## src/common/adx_pkg.sv

```systemverilog
// constants for the converter-to-data-ram dma sequencer
package adx_pkg;
   // register offsets (byte addresses)
   localparam logic [7:0] OFF_CFG = 8'h00;
   localparam logic [7:0] OFF_INSTR_PORT = 8'h04;
   localparam logic [7:0] OFF_BOUNDARY = 8'h08;
   localparam logic [7:0] OFF_IPTR_STATUS = 8'h0C;
   localparam logic [7:0] OFF_START_ADDR = 8'h10;
   localparam logic [7:0] OFF_WPTR = 8'h14;
   localparam logic [7:0] OFF_REPEAT_LIMIT = 8'h18;
   localparam logic [7:0] OFF_REPEAT_CNT = 8'h1C;
   localparam logic [7:0] OFF_STATUS = 8'h20;
   // configuration field positions
   localparam int CFG_ENABLE = 0;
   localparam int CFG_HALT = 1;
   // status field positions
   localparam int ST_BUSY = 0;
   localparam int ST_EXT_BUSY = 1;
   localparam int ST_OVERFLOW = 2;
   localparam int ST_RUNNING = 3;
   // instruction fields
   localparam int INS_CONTINUOUS_CONVERSION_BIT = 7;
   localparam int INS_DIFF = 6;
   localparam int INS_SECOND = 5;
   localparam int INS_FIRST = 4;
   // reset values
   localparam logic [15:0] RST_ADDR = 16'h0000;
   localparam logic [7:0] RST_BYTE = 8'h00;
   // state codes
   typedef enum logic [5:0] {
      ST_IDLE = 6'b00_0001,
      ST_FETCH = 6'b00_0010,
      ST_WAIT = 6'b00_0100,
      ST_WRITE = 6'b00_1000,
      ST_EOP = 6'b01_0000,
      ST_DONE = 6'b10_0000
   } adx_state_e;
endpackage

```

## src/hdl/adx_dma.sv

```systemverilog
// converter-to-data-ram dma sequencer with wishbone registers
//
// Overview of operation
// zero word or bit7-only word ends operation
// first, second, or both converter results written
// differential result, optionally then second converter
// each data instruction stores two or four bytes
// software loads only defined instruction encodings
// unrequested converter stays under processor control
// on-chip writes only when core is idle
// halt bit selects off-chip ram owner
// software checks busy before setting halt
// core off-chip access dropped while halt clear
// pending off-chip write waits for halt clear
// new data before write flags overflow
// write pointer loaded from start address
// write pointer advances by bytes stored
// operation start loads pointer from boundary
// fetch, wait for data, execute, increment; the pointer increments when data is ready, before the write
// end-of-operation resets pointer to boundary
// continuous bit ignores repeat counter
// otherwise decrement counter, stop at zero
// operation start loads repeat counter from limit
// high byte at lower address, always
//
// The register addresses and register access over Wishbone were left to the implementer.
`timescale 1ns/100ps
module adx_dma #(
   parameter int IBUF_DEPTH = 64,
   parameter logic [15:0] ONCHIP_SIZE = 16'h1000
)(
   // system
   input wire logic clk,
   input wire logic rst,
   // wishbone slave
   input wire logic wb_cyc_i,
   input wire logic wb_stb_i,
   input wire logic wb_we_i,
   input wire logic [7:0] wb_adr_i,
   input wire logic [3:0] wb_sel_i,
   input wire logic [31:0] wb_dat_i,
   output logic [31:0] wb_dat_o,
   output logic wb_ack_o,
   // converters
   input wire logic first_converter_done,
   input wire logic [15:0] first_converter_result,
   input wire logic second_converter_done,
   input wire logic [15:0] second_converter_result,
   output logic first_converter_claimed,
   output logic second_converter_claimed,
   // data ram port
   input wire logic core_onchip_access,
   output logic ram_we,
   output logic ram_offchip,
   output logic [15:0] ram_addr,
   output logic [7:0] ram_wdata,
   // processor off-chip gate
   input wire logic core_offchip_req,
   output logic core_offchip_grant
);
   localparam int AW = $clog2(IBUF_DEPTH);

   if (IBUF_DEPTH < 2 || IBUF_DEPTH > 256 || (IBUF_DEPTH & (IBUF_DEPTH - 1)) != 0)
   begin : g_depth_check
      $error("IBUF_DEPTH must be a power of two in 2..256");
   end

   // ****************************************
   // registers
   // ****************************************
   logic [7:0] ibuf [IBUF_DEPTH];
   logic enable_ff;
   logic halt_ff;
   logic [7:0] boundary_ff;
   logic [7:0] iptr_ff;
   logic [15:0] start_addr_ff;
   logic [15:0] wptr_ff;
   logic [15:0] limit_ff;
   logic [15:0] rcnt_ff;
   logic overflow_ff;
   logic ack_ff;
   logic [31:0] rdata_ff;
   adx_pkg::adx_state_e state_ff;
   logic [7:0] instr_ff;
   logic [1:0] byte_idx_ff;
   logic [1:0] byte_cnt_ff;
   logic [15:0] word0_ff;
   logic [15:0] word1_ff;
   logic got_first_ff;
   logic got_second_ff;
   logic enable_d_ff;

   logic wb_req;
   logic wb_wr;
   logic start_op;
   logic need_first;
   logic need_second;
   logic data_ready;
   logic is_offchip;
   logic can_write;
   logic [7:0] fetched;
   logic last_byte;

   function automatic logic [1:0] byte_pairs(input logic [7:0] ins);
      // count of two-byte words the instruction stores
      byte_pairs = (ins[adx_pkg::INS_SECOND] && (ins[adx_pkg::INS_FIRST] || ins[adx_pkg::INS_DIFF]))
         ? 2'd2 : 2'd1;
   endfunction

   function automatic logic is_eop(input logic [7:0] ins);
      is_eop = (ins[6:0] == 7'h00);
   endfunction

   function automatic logic [15:0] lane_merge(input logic [15:0] old, input logic [15:0] din, input logic [1:0] sel);
      lane_merge = {sel[1] ? din[15:8] : old[15:8], sel[0] ? din[7:0] : old[7:0]};
   endfunction

   assign wb_req = wb_cyc_i && wb_stb_i && !ack_ff;
   assign wb_wr = wb_req && wb_we_i && wb_sel_i[0];
   assign wb_ack_o = ack_ff;
   assign wb_dat_o = rdata_ff;
   assign start_op = enable_ff && !enable_d_ff;
   assign fetched = ibuf[iptr_ff[AW-1:0]];

   // differential claims only the first converter and uses the first result path
   assign need_first = instr_ff[adx_pkg::INS_FIRST] || instr_ff[adx_pkg::INS_DIFF];
   assign need_second = instr_ff[adx_pkg::INS_SECOND];
   assign data_ready = (!need_first || got_first_ff) && (!need_second || got_second_ff);
   assign is_offchip = (ram_addr >= ONCHIP_SIZE);
   assign last_byte = (byte_idx_ff == {byte_cnt_ff[1], 1'b1});
   assign can_write = is_offchip ? !halt_ff : !core_onchip_access;

   // converters not in the program stay with the processor
   assign first_converter_claimed = (state_ff == adx_pkg::ST_WAIT) && need_first;
   assign second_converter_claimed = (state_ff == adx_pkg::ST_WAIT) && need_second;

   assign ram_we = (state_ff == adx_pkg::ST_WRITE) && can_write;
   assign ram_offchip = is_offchip;
   assign ram_addr = wptr_ff + {14'h0000, byte_idx_ff};
   // high byte first at the lower address
   assign ram_wdata = byte_idx_ff[1]
      ? (byte_idx_ff[0] ? word1_ff[7:0] : word1_ff[15:8])
      : (byte_idx_ff[0] ? word0_ff[7:0] : word0_ff[15:8]);
   assign core_offchip_grant = core_offchip_req && halt_ff;

   // ****************************************
   // bus slave
   // ****************************************
   always_ff @(posedge clk)
   begin
      ack_ff <= !rst && wb_req;
   end

   always_ff @(posedge clk)
   begin
      if (rst)
      begin
         rdata_ff <= 32'h0000_0000;
      end
      else if (wb_req)
      begin
         case (wb_adr_i)
            adx_pkg::OFF_CFG: rdata_ff <= {30'h0000_0000, halt_ff, enable_ff};
            adx_pkg::OFF_BOUNDARY: rdata_ff <= {24'h00_0000, boundary_ff};
            adx_pkg::OFF_IPTR_STATUS: rdata_ff <= {24'h00_0000, iptr_ff};
            adx_pkg::OFF_START_ADDR: rdata_ff <= {16'h0000, start_addr_ff};
            adx_pkg::OFF_WPTR: rdata_ff <= {16'h0000, wptr_ff};
            adx_pkg::OFF_REPEAT_LIMIT: rdata_ff <= {16'h0000, limit_ff};
            adx_pkg::OFF_REPEAT_CNT: rdata_ff <= {16'h0000, rcnt_ff};
            adx_pkg::OFF_STATUS: rdata_ff <= {28'h000_0000,
               (state_ff != adx_pkg::ST_IDLE && state_ff != adx_pkg::ST_DONE), overflow_ff,
               (state_ff == adx_pkg::ST_WRITE) && is_offchip, (state_ff != adx_pkg::ST_IDLE)};
            default: rdata_ff <= 32'h0000_0000;
         endcase
      end
   end

   always_ff @(posedge clk)
   begin
      if (rst)
      begin
         enable_ff <= 1'b0;
         halt_ff <= 1'b0;
         enable_d_ff <= 1'b0;
      end
      else
      begin
         enable_d_ff <= enable_ff;
         if (wb_wr && wb_adr_i == adx_pkg::OFF_CFG)
         begin
            enable_ff <= wb_dat_i[adx_pkg::CFG_ENABLE];
            halt_ff <= wb_dat_i[adx_pkg::CFG_HALT];
         end
      end
   end

   // byte lanes of 16-bit registers: lane 0 low byte, lane 1 high byte
   always_ff @(posedge clk)
   begin
      if (rst)
      begin
         boundary_ff <= adx_pkg::RST_BYTE;
         start_addr_ff <= adx_pkg::RST_ADDR;
         limit_ff <= adx_pkg::RST_ADDR;
      end
      else if (wb_req && wb_we_i)
      begin
         if (wb_adr_i == adx_pkg::OFF_BOUNDARY && wb_sel_i[0])
         begin
            boundary_ff <= wb_dat_i[7:0];
         end
         if (wb_adr_i == adx_pkg::OFF_START_ADDR)
         begin
            start_addr_ff <= lane_merge(start_addr_ff, wb_dat_i[15:0], wb_sel_i[1:0]);
         end
         if (wb_adr_i == adx_pkg::OFF_REPEAT_LIMIT)
         begin
            limit_ff <= lane_merge(limit_ff, wb_dat_i[15:0], wb_sel_i[1:0]);
         end
      end
   end

   // instruction buffer fill at the pointer, pointer steps after each write
   always_ff @(posedge clk)
   begin
      if (wb_wr && wb_adr_i == adx_pkg::OFF_INSTR_PORT && state_ff == adx_pkg::ST_IDLE)
      begin
         ibuf[iptr_ff[AW-1:0]] <= wb_dat_i[7:0];
      end
   end

   // ****************************************
   // sequencer
   // ****************************************
   always_ff @(posedge clk)
   begin
      if (rst)
      begin
         state_ff <= adx_pkg::ST_IDLE;
         instr_ff <= adx_pkg::RST_BYTE;
         byte_idx_ff <= 2'd0;
         byte_cnt_ff <= 2'd0;
      end
      else if (!enable_ff)
      begin
         state_ff <= adx_pkg::ST_IDLE;
      end
      else
      begin
         case (state_ff)
            adx_pkg::ST_IDLE:
            begin
               state_ff <= start_op ? adx_pkg::ST_FETCH : adx_pkg::ST_IDLE;
            end
            adx_pkg::ST_FETCH:
            begin
               instr_ff <= fetched;
               state_ff <= is_eop(fetched) ? adx_pkg::ST_EOP : adx_pkg::ST_WAIT;
            end
            adx_pkg::ST_WAIT:
            begin
               if (data_ready)
               begin
                  byte_idx_ff <= 2'd0;
                  byte_cnt_ff <= byte_pairs(instr_ff);
                  state_ff <= adx_pkg::ST_WRITE;
               end
            end
            adx_pkg::ST_WRITE:
            begin
               if (can_write)
               begin
                  byte_idx_ff <= byte_idx_ff + 2'd1;
                  if (last_byte)
                  begin
                     state_ff <= adx_pkg::ST_FETCH;
                  end
               end
            end
            adx_pkg::ST_EOP:
            begin
               state_ff <= (instr_ff[adx_pkg::INS_CONTINUOUS_CONVERSION_BIT] || rcnt_ff > 16'h0001)
                  ? adx_pkg::ST_FETCH : adx_pkg::ST_DONE;
            end
            adx_pkg::ST_DONE:
            begin
               state_ff <= adx_pkg::ST_DONE;
            end
            default:
            begin
               state_ff <= adx_pkg::ST_IDLE;
            end
         endcase
      end
   end

   // instruction pointer
   always_ff @(posedge clk)
   begin
      if (rst)
      begin
         iptr_ff <= adx_pkg::RST_BYTE;
      end
      else if (wb_wr && wb_adr_i == adx_pkg::OFF_IPTR_STATUS)
      begin
         iptr_ff <= wb_dat_i[7:0];
      end
      else if (wb_wr && wb_adr_i == adx_pkg::OFF_INSTR_PORT && state_ff == adx_pkg::ST_IDLE)
      begin
         iptr_ff <= iptr_ff + 8'd1;
      end
      else if (start_op || state_ff == adx_pkg::ST_EOP)
      begin
         iptr_ff <= boundary_ff;
      end
      else if (state_ff == adx_pkg::ST_WAIT && data_ready)
      begin
         iptr_ff <= iptr_ff + 8'd1;
      end
   end

   // write pointer and repeat counter
   always_ff @(posedge clk)
   begin
      if (rst)
      begin
         wptr_ff <= adx_pkg::RST_ADDR;
         rcnt_ff <= adx_pkg::RST_ADDR;
      end
      else if (start_op)
      begin
         wptr_ff <= start_addr_ff;
         rcnt_ff <= limit_ff;
      end
      else
      begin
         if (state_ff == adx_pkg::ST_WRITE && can_write && last_byte)
         begin
            wptr_ff <= wptr_ff + {13'h0000, byte_cnt_ff, 1'b0};
         end
         if (state_ff == adx_pkg::ST_EOP && !instr_ff[adx_pkg::INS_CONTINUOUS_CONVERSION_BIT] && rcnt_ff != 16'h0000)
         begin
            rcnt_ff <= rcnt_ff - 16'h0001;
         end
      end
   end

   // converter capture and overflow
   always_ff @(posedge clk)
   begin
      if (rst)
      begin
         got_first_ff <= 1'b0;
         got_second_ff <= 1'b0;
         word0_ff <= adx_pkg::RST_ADDR;
         word1_ff <= adx_pkg::RST_ADDR;
      end
      else if (state_ff == adx_pkg::ST_FETCH)
      begin
         got_first_ff <= 1'b0;
         got_second_ff <= 1'b0;
      end
      else if (state_ff == adx_pkg::ST_WAIT)
      begin
         if (need_first && first_converter_done && !got_first_ff)
         begin
            got_first_ff <= 1'b1;
            word0_ff <= first_converter_result;
         end
         if (need_second && second_converter_done && !got_second_ff)
         begin
            got_second_ff <= 1'b1;
            word1_ff <= second_converter_result;
            if (!need_first)
            begin
               word0_ff <= second_converter_result;
            end
         end
      end
   end

   // sticky overflow; set wins over a clear by write-one
   always_ff @(posedge clk)
   begin
      if (rst)
      begin
         overflow_ff <= 1'b0;
      end
      else if (state_ff == adx_pkg::ST_WRITE
         && ((need_first && first_converter_done) || (need_second && second_converter_done)))
      begin
         overflow_ff <= 1'b1;
      end
      else if (wb_wr && wb_adr_i == adx_pkg::OFF_STATUS && wb_dat_i[adx_pkg::ST_OVERFLOW])
      begin
         overflow_ff <= 1'b0;
      end
   end
endmodule

```

## config.mk

```make
export PLATFORM = sky130hd
export DESIGN_NAME = adx_dma
export DESIGN_NICKNAME = d
export VERILOG_FILES = /design/src/common/adx_pkg.sv /design/src/hdl/adx_dma.sv
export SDC_FILE = /design/constraint.sdc
export NUM_CORES = 1
export LEC_CHECK = 0
export ABC_AREA = 1
export BUFFER_PORTS_ARGS = -buffer_cell sky130_fd_sc_hd__buf_2
export CAP_MARGIN = 20
export CORE_MARGIN = 4
export CORE_UTILIZATION = 35
export CTS_BUF_LIST = sky130_fd_sc_hd__clkbuf_4
export DETAILED_ROUTE_END_ITERATION = 16
export PLACE_DENSITY_LB_ADDON = 0.3
export SYNTH_ARGS = -nofsm -noshare
export SYNTH_HDL_FRONTEND = slang
export SYNTH_SLANG_ARGS = --single-unit
export TNS_END_PERCENT = 50
```

## constraint.sdc

```tcl
create_clock -name clk -period 4.6 [get_ports clk]
set_input_delay 1.38 -clock clk [delete_from_list [all_inputs] [get_ports clk]]
set_output_delay 1.38 -clock clk [all_outputs]
set_load 0.02 [all_outputs]
```

==> run summary, run 1 <==
Setup Skew: 75.5 ps
Max Clk Rate: 217 MHz
Hold/Removal Path Class: reg2reg
Placed Instance Area: 30,400 sq um
Clock Power Share: 0.425
R2r setup slk: 1550 ps
Area added between synthesis and finish: 14.6%
Setup ws final: -8.74 ps
VDD IR max: 0.175 mV
CP startpoint kind: flop
Final Slew Violations: 0
Worst-Margin Slew: 1180 ps
Worst EP arrival: 3230 ps
CTS buffer count: 169
Pre-CTS WS: 477 ps
CP max stage cell: fa_2
Clock buffer depth: 3
First-pass GRT wire length: 116,000 um
Failing checks: negative setup slack
Psw: 0.00255 W
Main synth FF type: edfxtp_1
Max Cap Viol: 0
Register area share after synthesis: 0.650
Detailed Place HPWL: 47,500 um
TritonCTS clock tree: yes
Cells after Synth: 2,837
Hold_buf cts: 0
Vias: 20,900
Cell Chain, Critical Path: ha_4 -> inv_1 -> fa_2 -> nor2_4 -> nand2_2 -> nor2_4 -> xor2_2 -> nor2_2 -> nand3b_1 -> nand2_2 -> nand2_1 -> inv_1 -> buf_4
Clock transition at path regs: 70 ps
Vias in the first global route: 20,200
Sequential power share: 0.557
Total global-route track usage: 0.175
Synth Warn #: 0
Synth cell types: 50
Status: complete, but fails checks
Combinational power share: 0.018
Most frequent cells in the layout: nand2_1, edfxtp_1, nor2_1, nand3_1, clkbuf_4
Min Tclk post-route: 4610 ps
Worst Path Buf+Inv: 3
Number of DRC markers in iteration 0: 1,531
Port-buffer cells: 112
Layout cell share with drive strength beyond 1: 0.167
Final Util: 0.405
Crit path max-delay family: simple AND/OR/NAND/NOR gates
DRC: 0
Largest net degree at the start of global routing: 210
CTS Root Cell: clkbuf_4
FFs w/ async S/R, synth: 0
CP Capture Type: primary output
Final count of hold timing violations: 0
DR pass1 iterations: 5
P_int: 0.00906 W
Latest clock arrival within the worst-skew pair: 1000 ps
Die Y: 293 um
WL/cell: 18.0 um
Lkg Pwr: 12.2 nW
Syn Std Cell Area: 28,400 sq um
Placer Congestion: 0.847
Die Footprint: 85,800 sq um
WP data required: 3220 ps
Initial antenna violation count: 2
Pwr dens: 356 nW/um^2
Critical path fanouts, max: 3
Die width: 293 um
Avg Inst Size Synth: 10.0 sq um
Unrepaired setup endpoints after global routing: yes
Yosys reg bits: 667
Cell row count: 104
Max transition margin: 0.212
Commonest non-fill, non-tap cell in the layout: nand2_1
# H-tree levels: 4
Crit-path max cell delay: 370 ps
Final ANT Viol Nets: 0
DR vias/cell: 4.93
Clk sinks: 667
Final worst path period share: 1.00
Top Ports: 147
Setup Crit Path Kind: reg2out
Starting Density: 0.353
CORE AREA: 80,500 sq um
Final setup violation count: 1
Final #Nets: 3,168
Net Sw Frac: 0.219
Post-synth EDFFs: 512
WL final: 76,300 um
Overflow left after global routing: 0
Cell area after layout: 32,600 sq um
## cells in the mapped netlist (4+ instances only)
library cell  instances  area share
a21oi_1             121       0.021
a21oi_2              10      0.0031
a221oi_1             10      0.0031
a22oi_1               5      0.0013
a311oi_1              8      0.0025
a31oi_1              13      0.0029
buf_1                18      0.0024
buf_2                23      0.0040
buf_4                18      0.0048
clkbuf_1             91       0.012
clkinv_1              4     0.00053
dfxtp_1             155        0.11
edfxtp_1            512        0.54
ha_1                  7      0.0031
inv_1               185       0.024
inv_2                 6     0.00079
nand2_1             632       0.083
nand2_2              18      0.0040
nand3_1             264       0.046
nand3b_1              6      0.0016
nand4_1               9      0.0020
nor2_1              346       0.046
nor2_2                8      0.0018
nor3_1               12      0.0021
o2111ai_1             5      0.0015
o211ai_1             23      0.0061
o21ai_0             230       0.040
o22ai_1              32      0.0070
or2_2                 5      0.0011
xnor2_1               8      0.0025
xor2_1               27      0.0083
## what timing repair did
item / in CTS / in global routing
endpoints found under the setup margin: 3 / 1
pin swaps: 6 / 0
setup buffers: 4 / 0
cloned: 0 / 0
gates resized for setup: 10 / 2
## cell families after synthesis
group | synth area share
simple gates | 0.192
fa+ha+maj | 0.00449
buf+inv | 0.0496
xor+xnor | 0.0119
compound gates | 0.0920
other cells | 0.000132
flops | 0.650
## registers in the layout, indices dropped and copies added (netlist names), 2 cells and up, named ones only
name and cells:
ibuf 512, limit_ff 16, rcnt_ff 16, start_addr_ff 16, wb_dat_o 16, word0_ff 16, word1_ff 16, wptr_ff 16
boundary_ff 8, iptr_ff 8, state_ff 6, instr_ff 4, byte_cnt_ff 2, byte_idx_ff 2
## tightest hold or removal path: stages, from the launching register on
cell,delay (ps)
dfxtp_1,310
nand2_1,60
a21oi_1,60
## stage by stage
step                      instances  hold slack (ps)  TNS, ps  power, W
after floorplan                2852              437        0   0.00667
after global placement         3959              453        0   0.00681
after detailed placement       3959              456        0   0.00681
after CTS                      4243              467     -133    0.0118
after global routing           4246              478     -223    0.0121
final                          4246              465    -8.74    0.0116
## metal layers
| metal | up-vias | share of wire | wire length (um) | global-route usage |
|---|---|---|---|---|
| met4 | 0 | 0.027 | 2090 | 0.0720 |
| met5 | - | 0 | 0 | 0 |
| met2 | 655 | 0.47 | 35600 | 0.278 |
| li1 | 10300 | - | - | - |
| met3 | 116 | 0.065 | 5000 | 0.0398 |
| met1 | 9888 | 0.44 | 33600 | 0.233 |
## path summary, 6_finish.rpt
path | from | end | depth (start not counted)
max | wptr_ff[0] | ram_we | 13
min | wb_dat_o[10] | wb_dat_o[10] | 2
max reg2reg | wb_ack_o | ibuf[50][3] | 9
min reg2reg | wb_dat_o[10] | wb_dat_o[10] | 2
## area by class of cell
cell class	instances	area [sq um]
clock buffer	246	1850
sequential	667	18500
fill	7914	48000
inverter	195	736
antenna	3	7.51
timing repair buffer	202	1330
tap	1060	1330
clock inverter	34	220
multi-input combinational	1839	8640
## power groups by stage
stage | Sequential (W) | Combinational (W) | Clock, W
floorplan | 0.00660 | 0.0000637 | 0
global placement | 0.00660 | 0.000205 | 0
detailed placement | 0.00660 | 0.000206 | 0
CTS | 0.00647 | 0.000207 | 0.00509
global route | 0.00647 | 0.000225 | 0.00543
finish | 0.00647 | 0.000204 | 0.00493
Power figures use the tool's default switching activity.
==> run 2, diff against run 1 <==
GPL_TIMING_DRIVEN = 0   (was unset)
==> run summary, run 2 (same netlist as run 1, synthesis figures left out) <==
Largest net degree at the start of global routing: 70
DR vias/cell: 5.26
Hold/Removal Path Class: reg2reg
Max transition margin: 0.201
Cell Chain, Critical Path: clkinvlp_4 -> fa_2 -> nor2_4 -> nand4_1 -> xor2_2 -> nor2_2 -> nand3b_1 -> nand2_2 -> nand2_4 -> inv_2 -> buf_6
R2r setup slk: 750 ps
Worst Path Buf+Inv: 3
Detailed Place HPWL: 65,100 um
Area added between synthesis and finish: 16.0%
Failing checks: negative setup slack
Layout cell share with drive strength beyond 1: 0.158
First-pass GRT wire length: 141,000 um
Multi-input gate area: 8630 sq um
Latest clock arrival within the worst-skew pair: 1030 ps
Setup Crit Path Kind: reg2out
Worst-Margin Slew: 1200 ps
Max Cap Viol: 0
Initial antenna violation count: 5
Clock transition at path regs: 60 ps
CORE AREA: 80,500 sq um
CP endpoint: ram_we
Lkg Pwr: 12.3 nW
WP data required: 3220 ps
Critical path fanouts, max: 3
Most frequent cells in the layout: nand2_1, edfxtp_1, nor2_1, nand3_1, clkbuf_4
Number of DRC markers in iteration 0: 2,531
Fillers: 8,010
Cell row count: 104
Crit. Startpoint: byte_idx_ff[1]
Final ANT Viol Nets: 0
WP depth: 11
Setup ws final: -49.8 ps
Worst flop-to-flop path endpoint: ibuf[57][0]
Pwr Total: 0.0120 W
Port-buffer cells: 111
CTS buffer count: 173
Unrepaired setup endpoints after global routing: yes
Top Ports: 147
Die Y: 293 um
# H-tree levels: 4
Worst flop-to-flop path startpoint: wb_ack_o
Status: complete, but fails checks
Max reg flops: 512
Sequential Area: 18,500 sq um
TritonCTS clock tree: yes
Pwr dens: 363 nW/um^2
WL/cell: 22.4 um
DRC: 0
DR pass1 iterations: 6
Setup Skew: 72.2 ps
VDD IR max: 0.166 mV
Final Slew Violations: 0
Die width: 293 um
Placed Instance Area: 30,600 sq um
CP Capture Type: primary output
Total global-route track usage: 0.222
Die Footprint: 85,800 sq um
Final #Nets: 3,252
Min Tclk post-route: 4650 ps
Cell area after layout: 33,000 sq um
HP Start: rcnt_ff[1]
Worst EP arrival: 3270 ps
Final setup violation count: 1
Starting Density: 0.353
Clk sinks: 667
CTS Root Cell: clkbuf_4
Final count of hold timing violations: 0
Clock buffer depth: 3
Placer Congestion: 0.946
Final worst path period share: 1.01
Crit path max-delay family: simple AND/OR/NAND/NOR gates
Overflow left after global routing: 0
CP startpoint kind: flop
Worst reg2reg path depth: 9
Crit-path max cell delay: 430 ps
Commonest non-fill, non-tap cell in the layout: nand2_1
WL final: 97,200 um
Vias in the first global route: 21,700
Max Clk Rate: 215 MHz
Vias: 22,800
CP max stage cell: fa_2
run 2: worst min path at each step:
stage,endpoint,slack [ps],cells after the start
floorplan,got_first_ff,440,2
global placement,rcnt_ff[1],450,2
detailed placement,rcnt_ff[1],460,2
CTS,rcnt_ff[1],470,2
global route,word0_ff[11],480,2
finish,rcnt_ff[1],470,2
run 2: worst reg2reg max path, cell delays in order (launching register included):
cell,delay (ps)
dfxtp_1,310
nor2_1,90
nand2_1,210
inv_2,220
nand3_1,340
inv_1,160
nand2_1,170
nor2_1,290
nand3_1,630
nor2_1,1040
run 2: routing by layer:
layer / vias to the layer above / share of wire / track usage / wire length, um
met5: - / 0 / 0 / 0
met4: 0 / 0.043 / 0.105 / 4190
met3: 215 / 0.098 / 0.0536 / 9510
met2: 1267 / 0.46 / 0.348 / 44300
met1: 10900 / 0.40 / 0.292 / 39200
li1: 10500 / - / - / -
run 2: layout make-up:
cell class | instances | area share
tap | 1060 | 0.0402
multi-input combinational | 1839 | 0.262
inverter | 195 | 0.0223
clock inverter | 31 | 0.00778
sequential | 667 | 0.561
clock buffer | 261 | 0.0594
buffer | 150 | 0.0205
timing repair buffer | 132 | 0.0265
antenna | 8 | 0.000607
run 2: power breakdown:
group | internal (W) | switching (W)
registers | 0.00647 | 0.000000521
logic | 0.0000552 | 0.000175
clock network | 0.00280 | 0.00246
total | 0.00932 | 0.00264
run 2: per-stage QoR:
step / setup TNS [ps] / hold WS, ps / instances / worst slack, ps / util
final: -49.8 / 469 / 4343 / -49.8 / 0.409
after global routing: -203 / 485 / 4343 / -203 / 0.409
after CTS: -133 / 468 / 4330 / -133 / 0.408
after detailed placement: -35960 / 459 / 4034 / -276 / 0.380
after global placement: -24480 / 451 / 4023 / -237 / 0.377
after floorplan: 0 / 437 / 2852 / 913 / -
run 2: repair_timing:
item	in CTS	in global routing
hold buffers	0	0
setup buffers	5	4
resized for setup	18	1
endpoints found under the setup margin	6	1
pin swaps	8	6
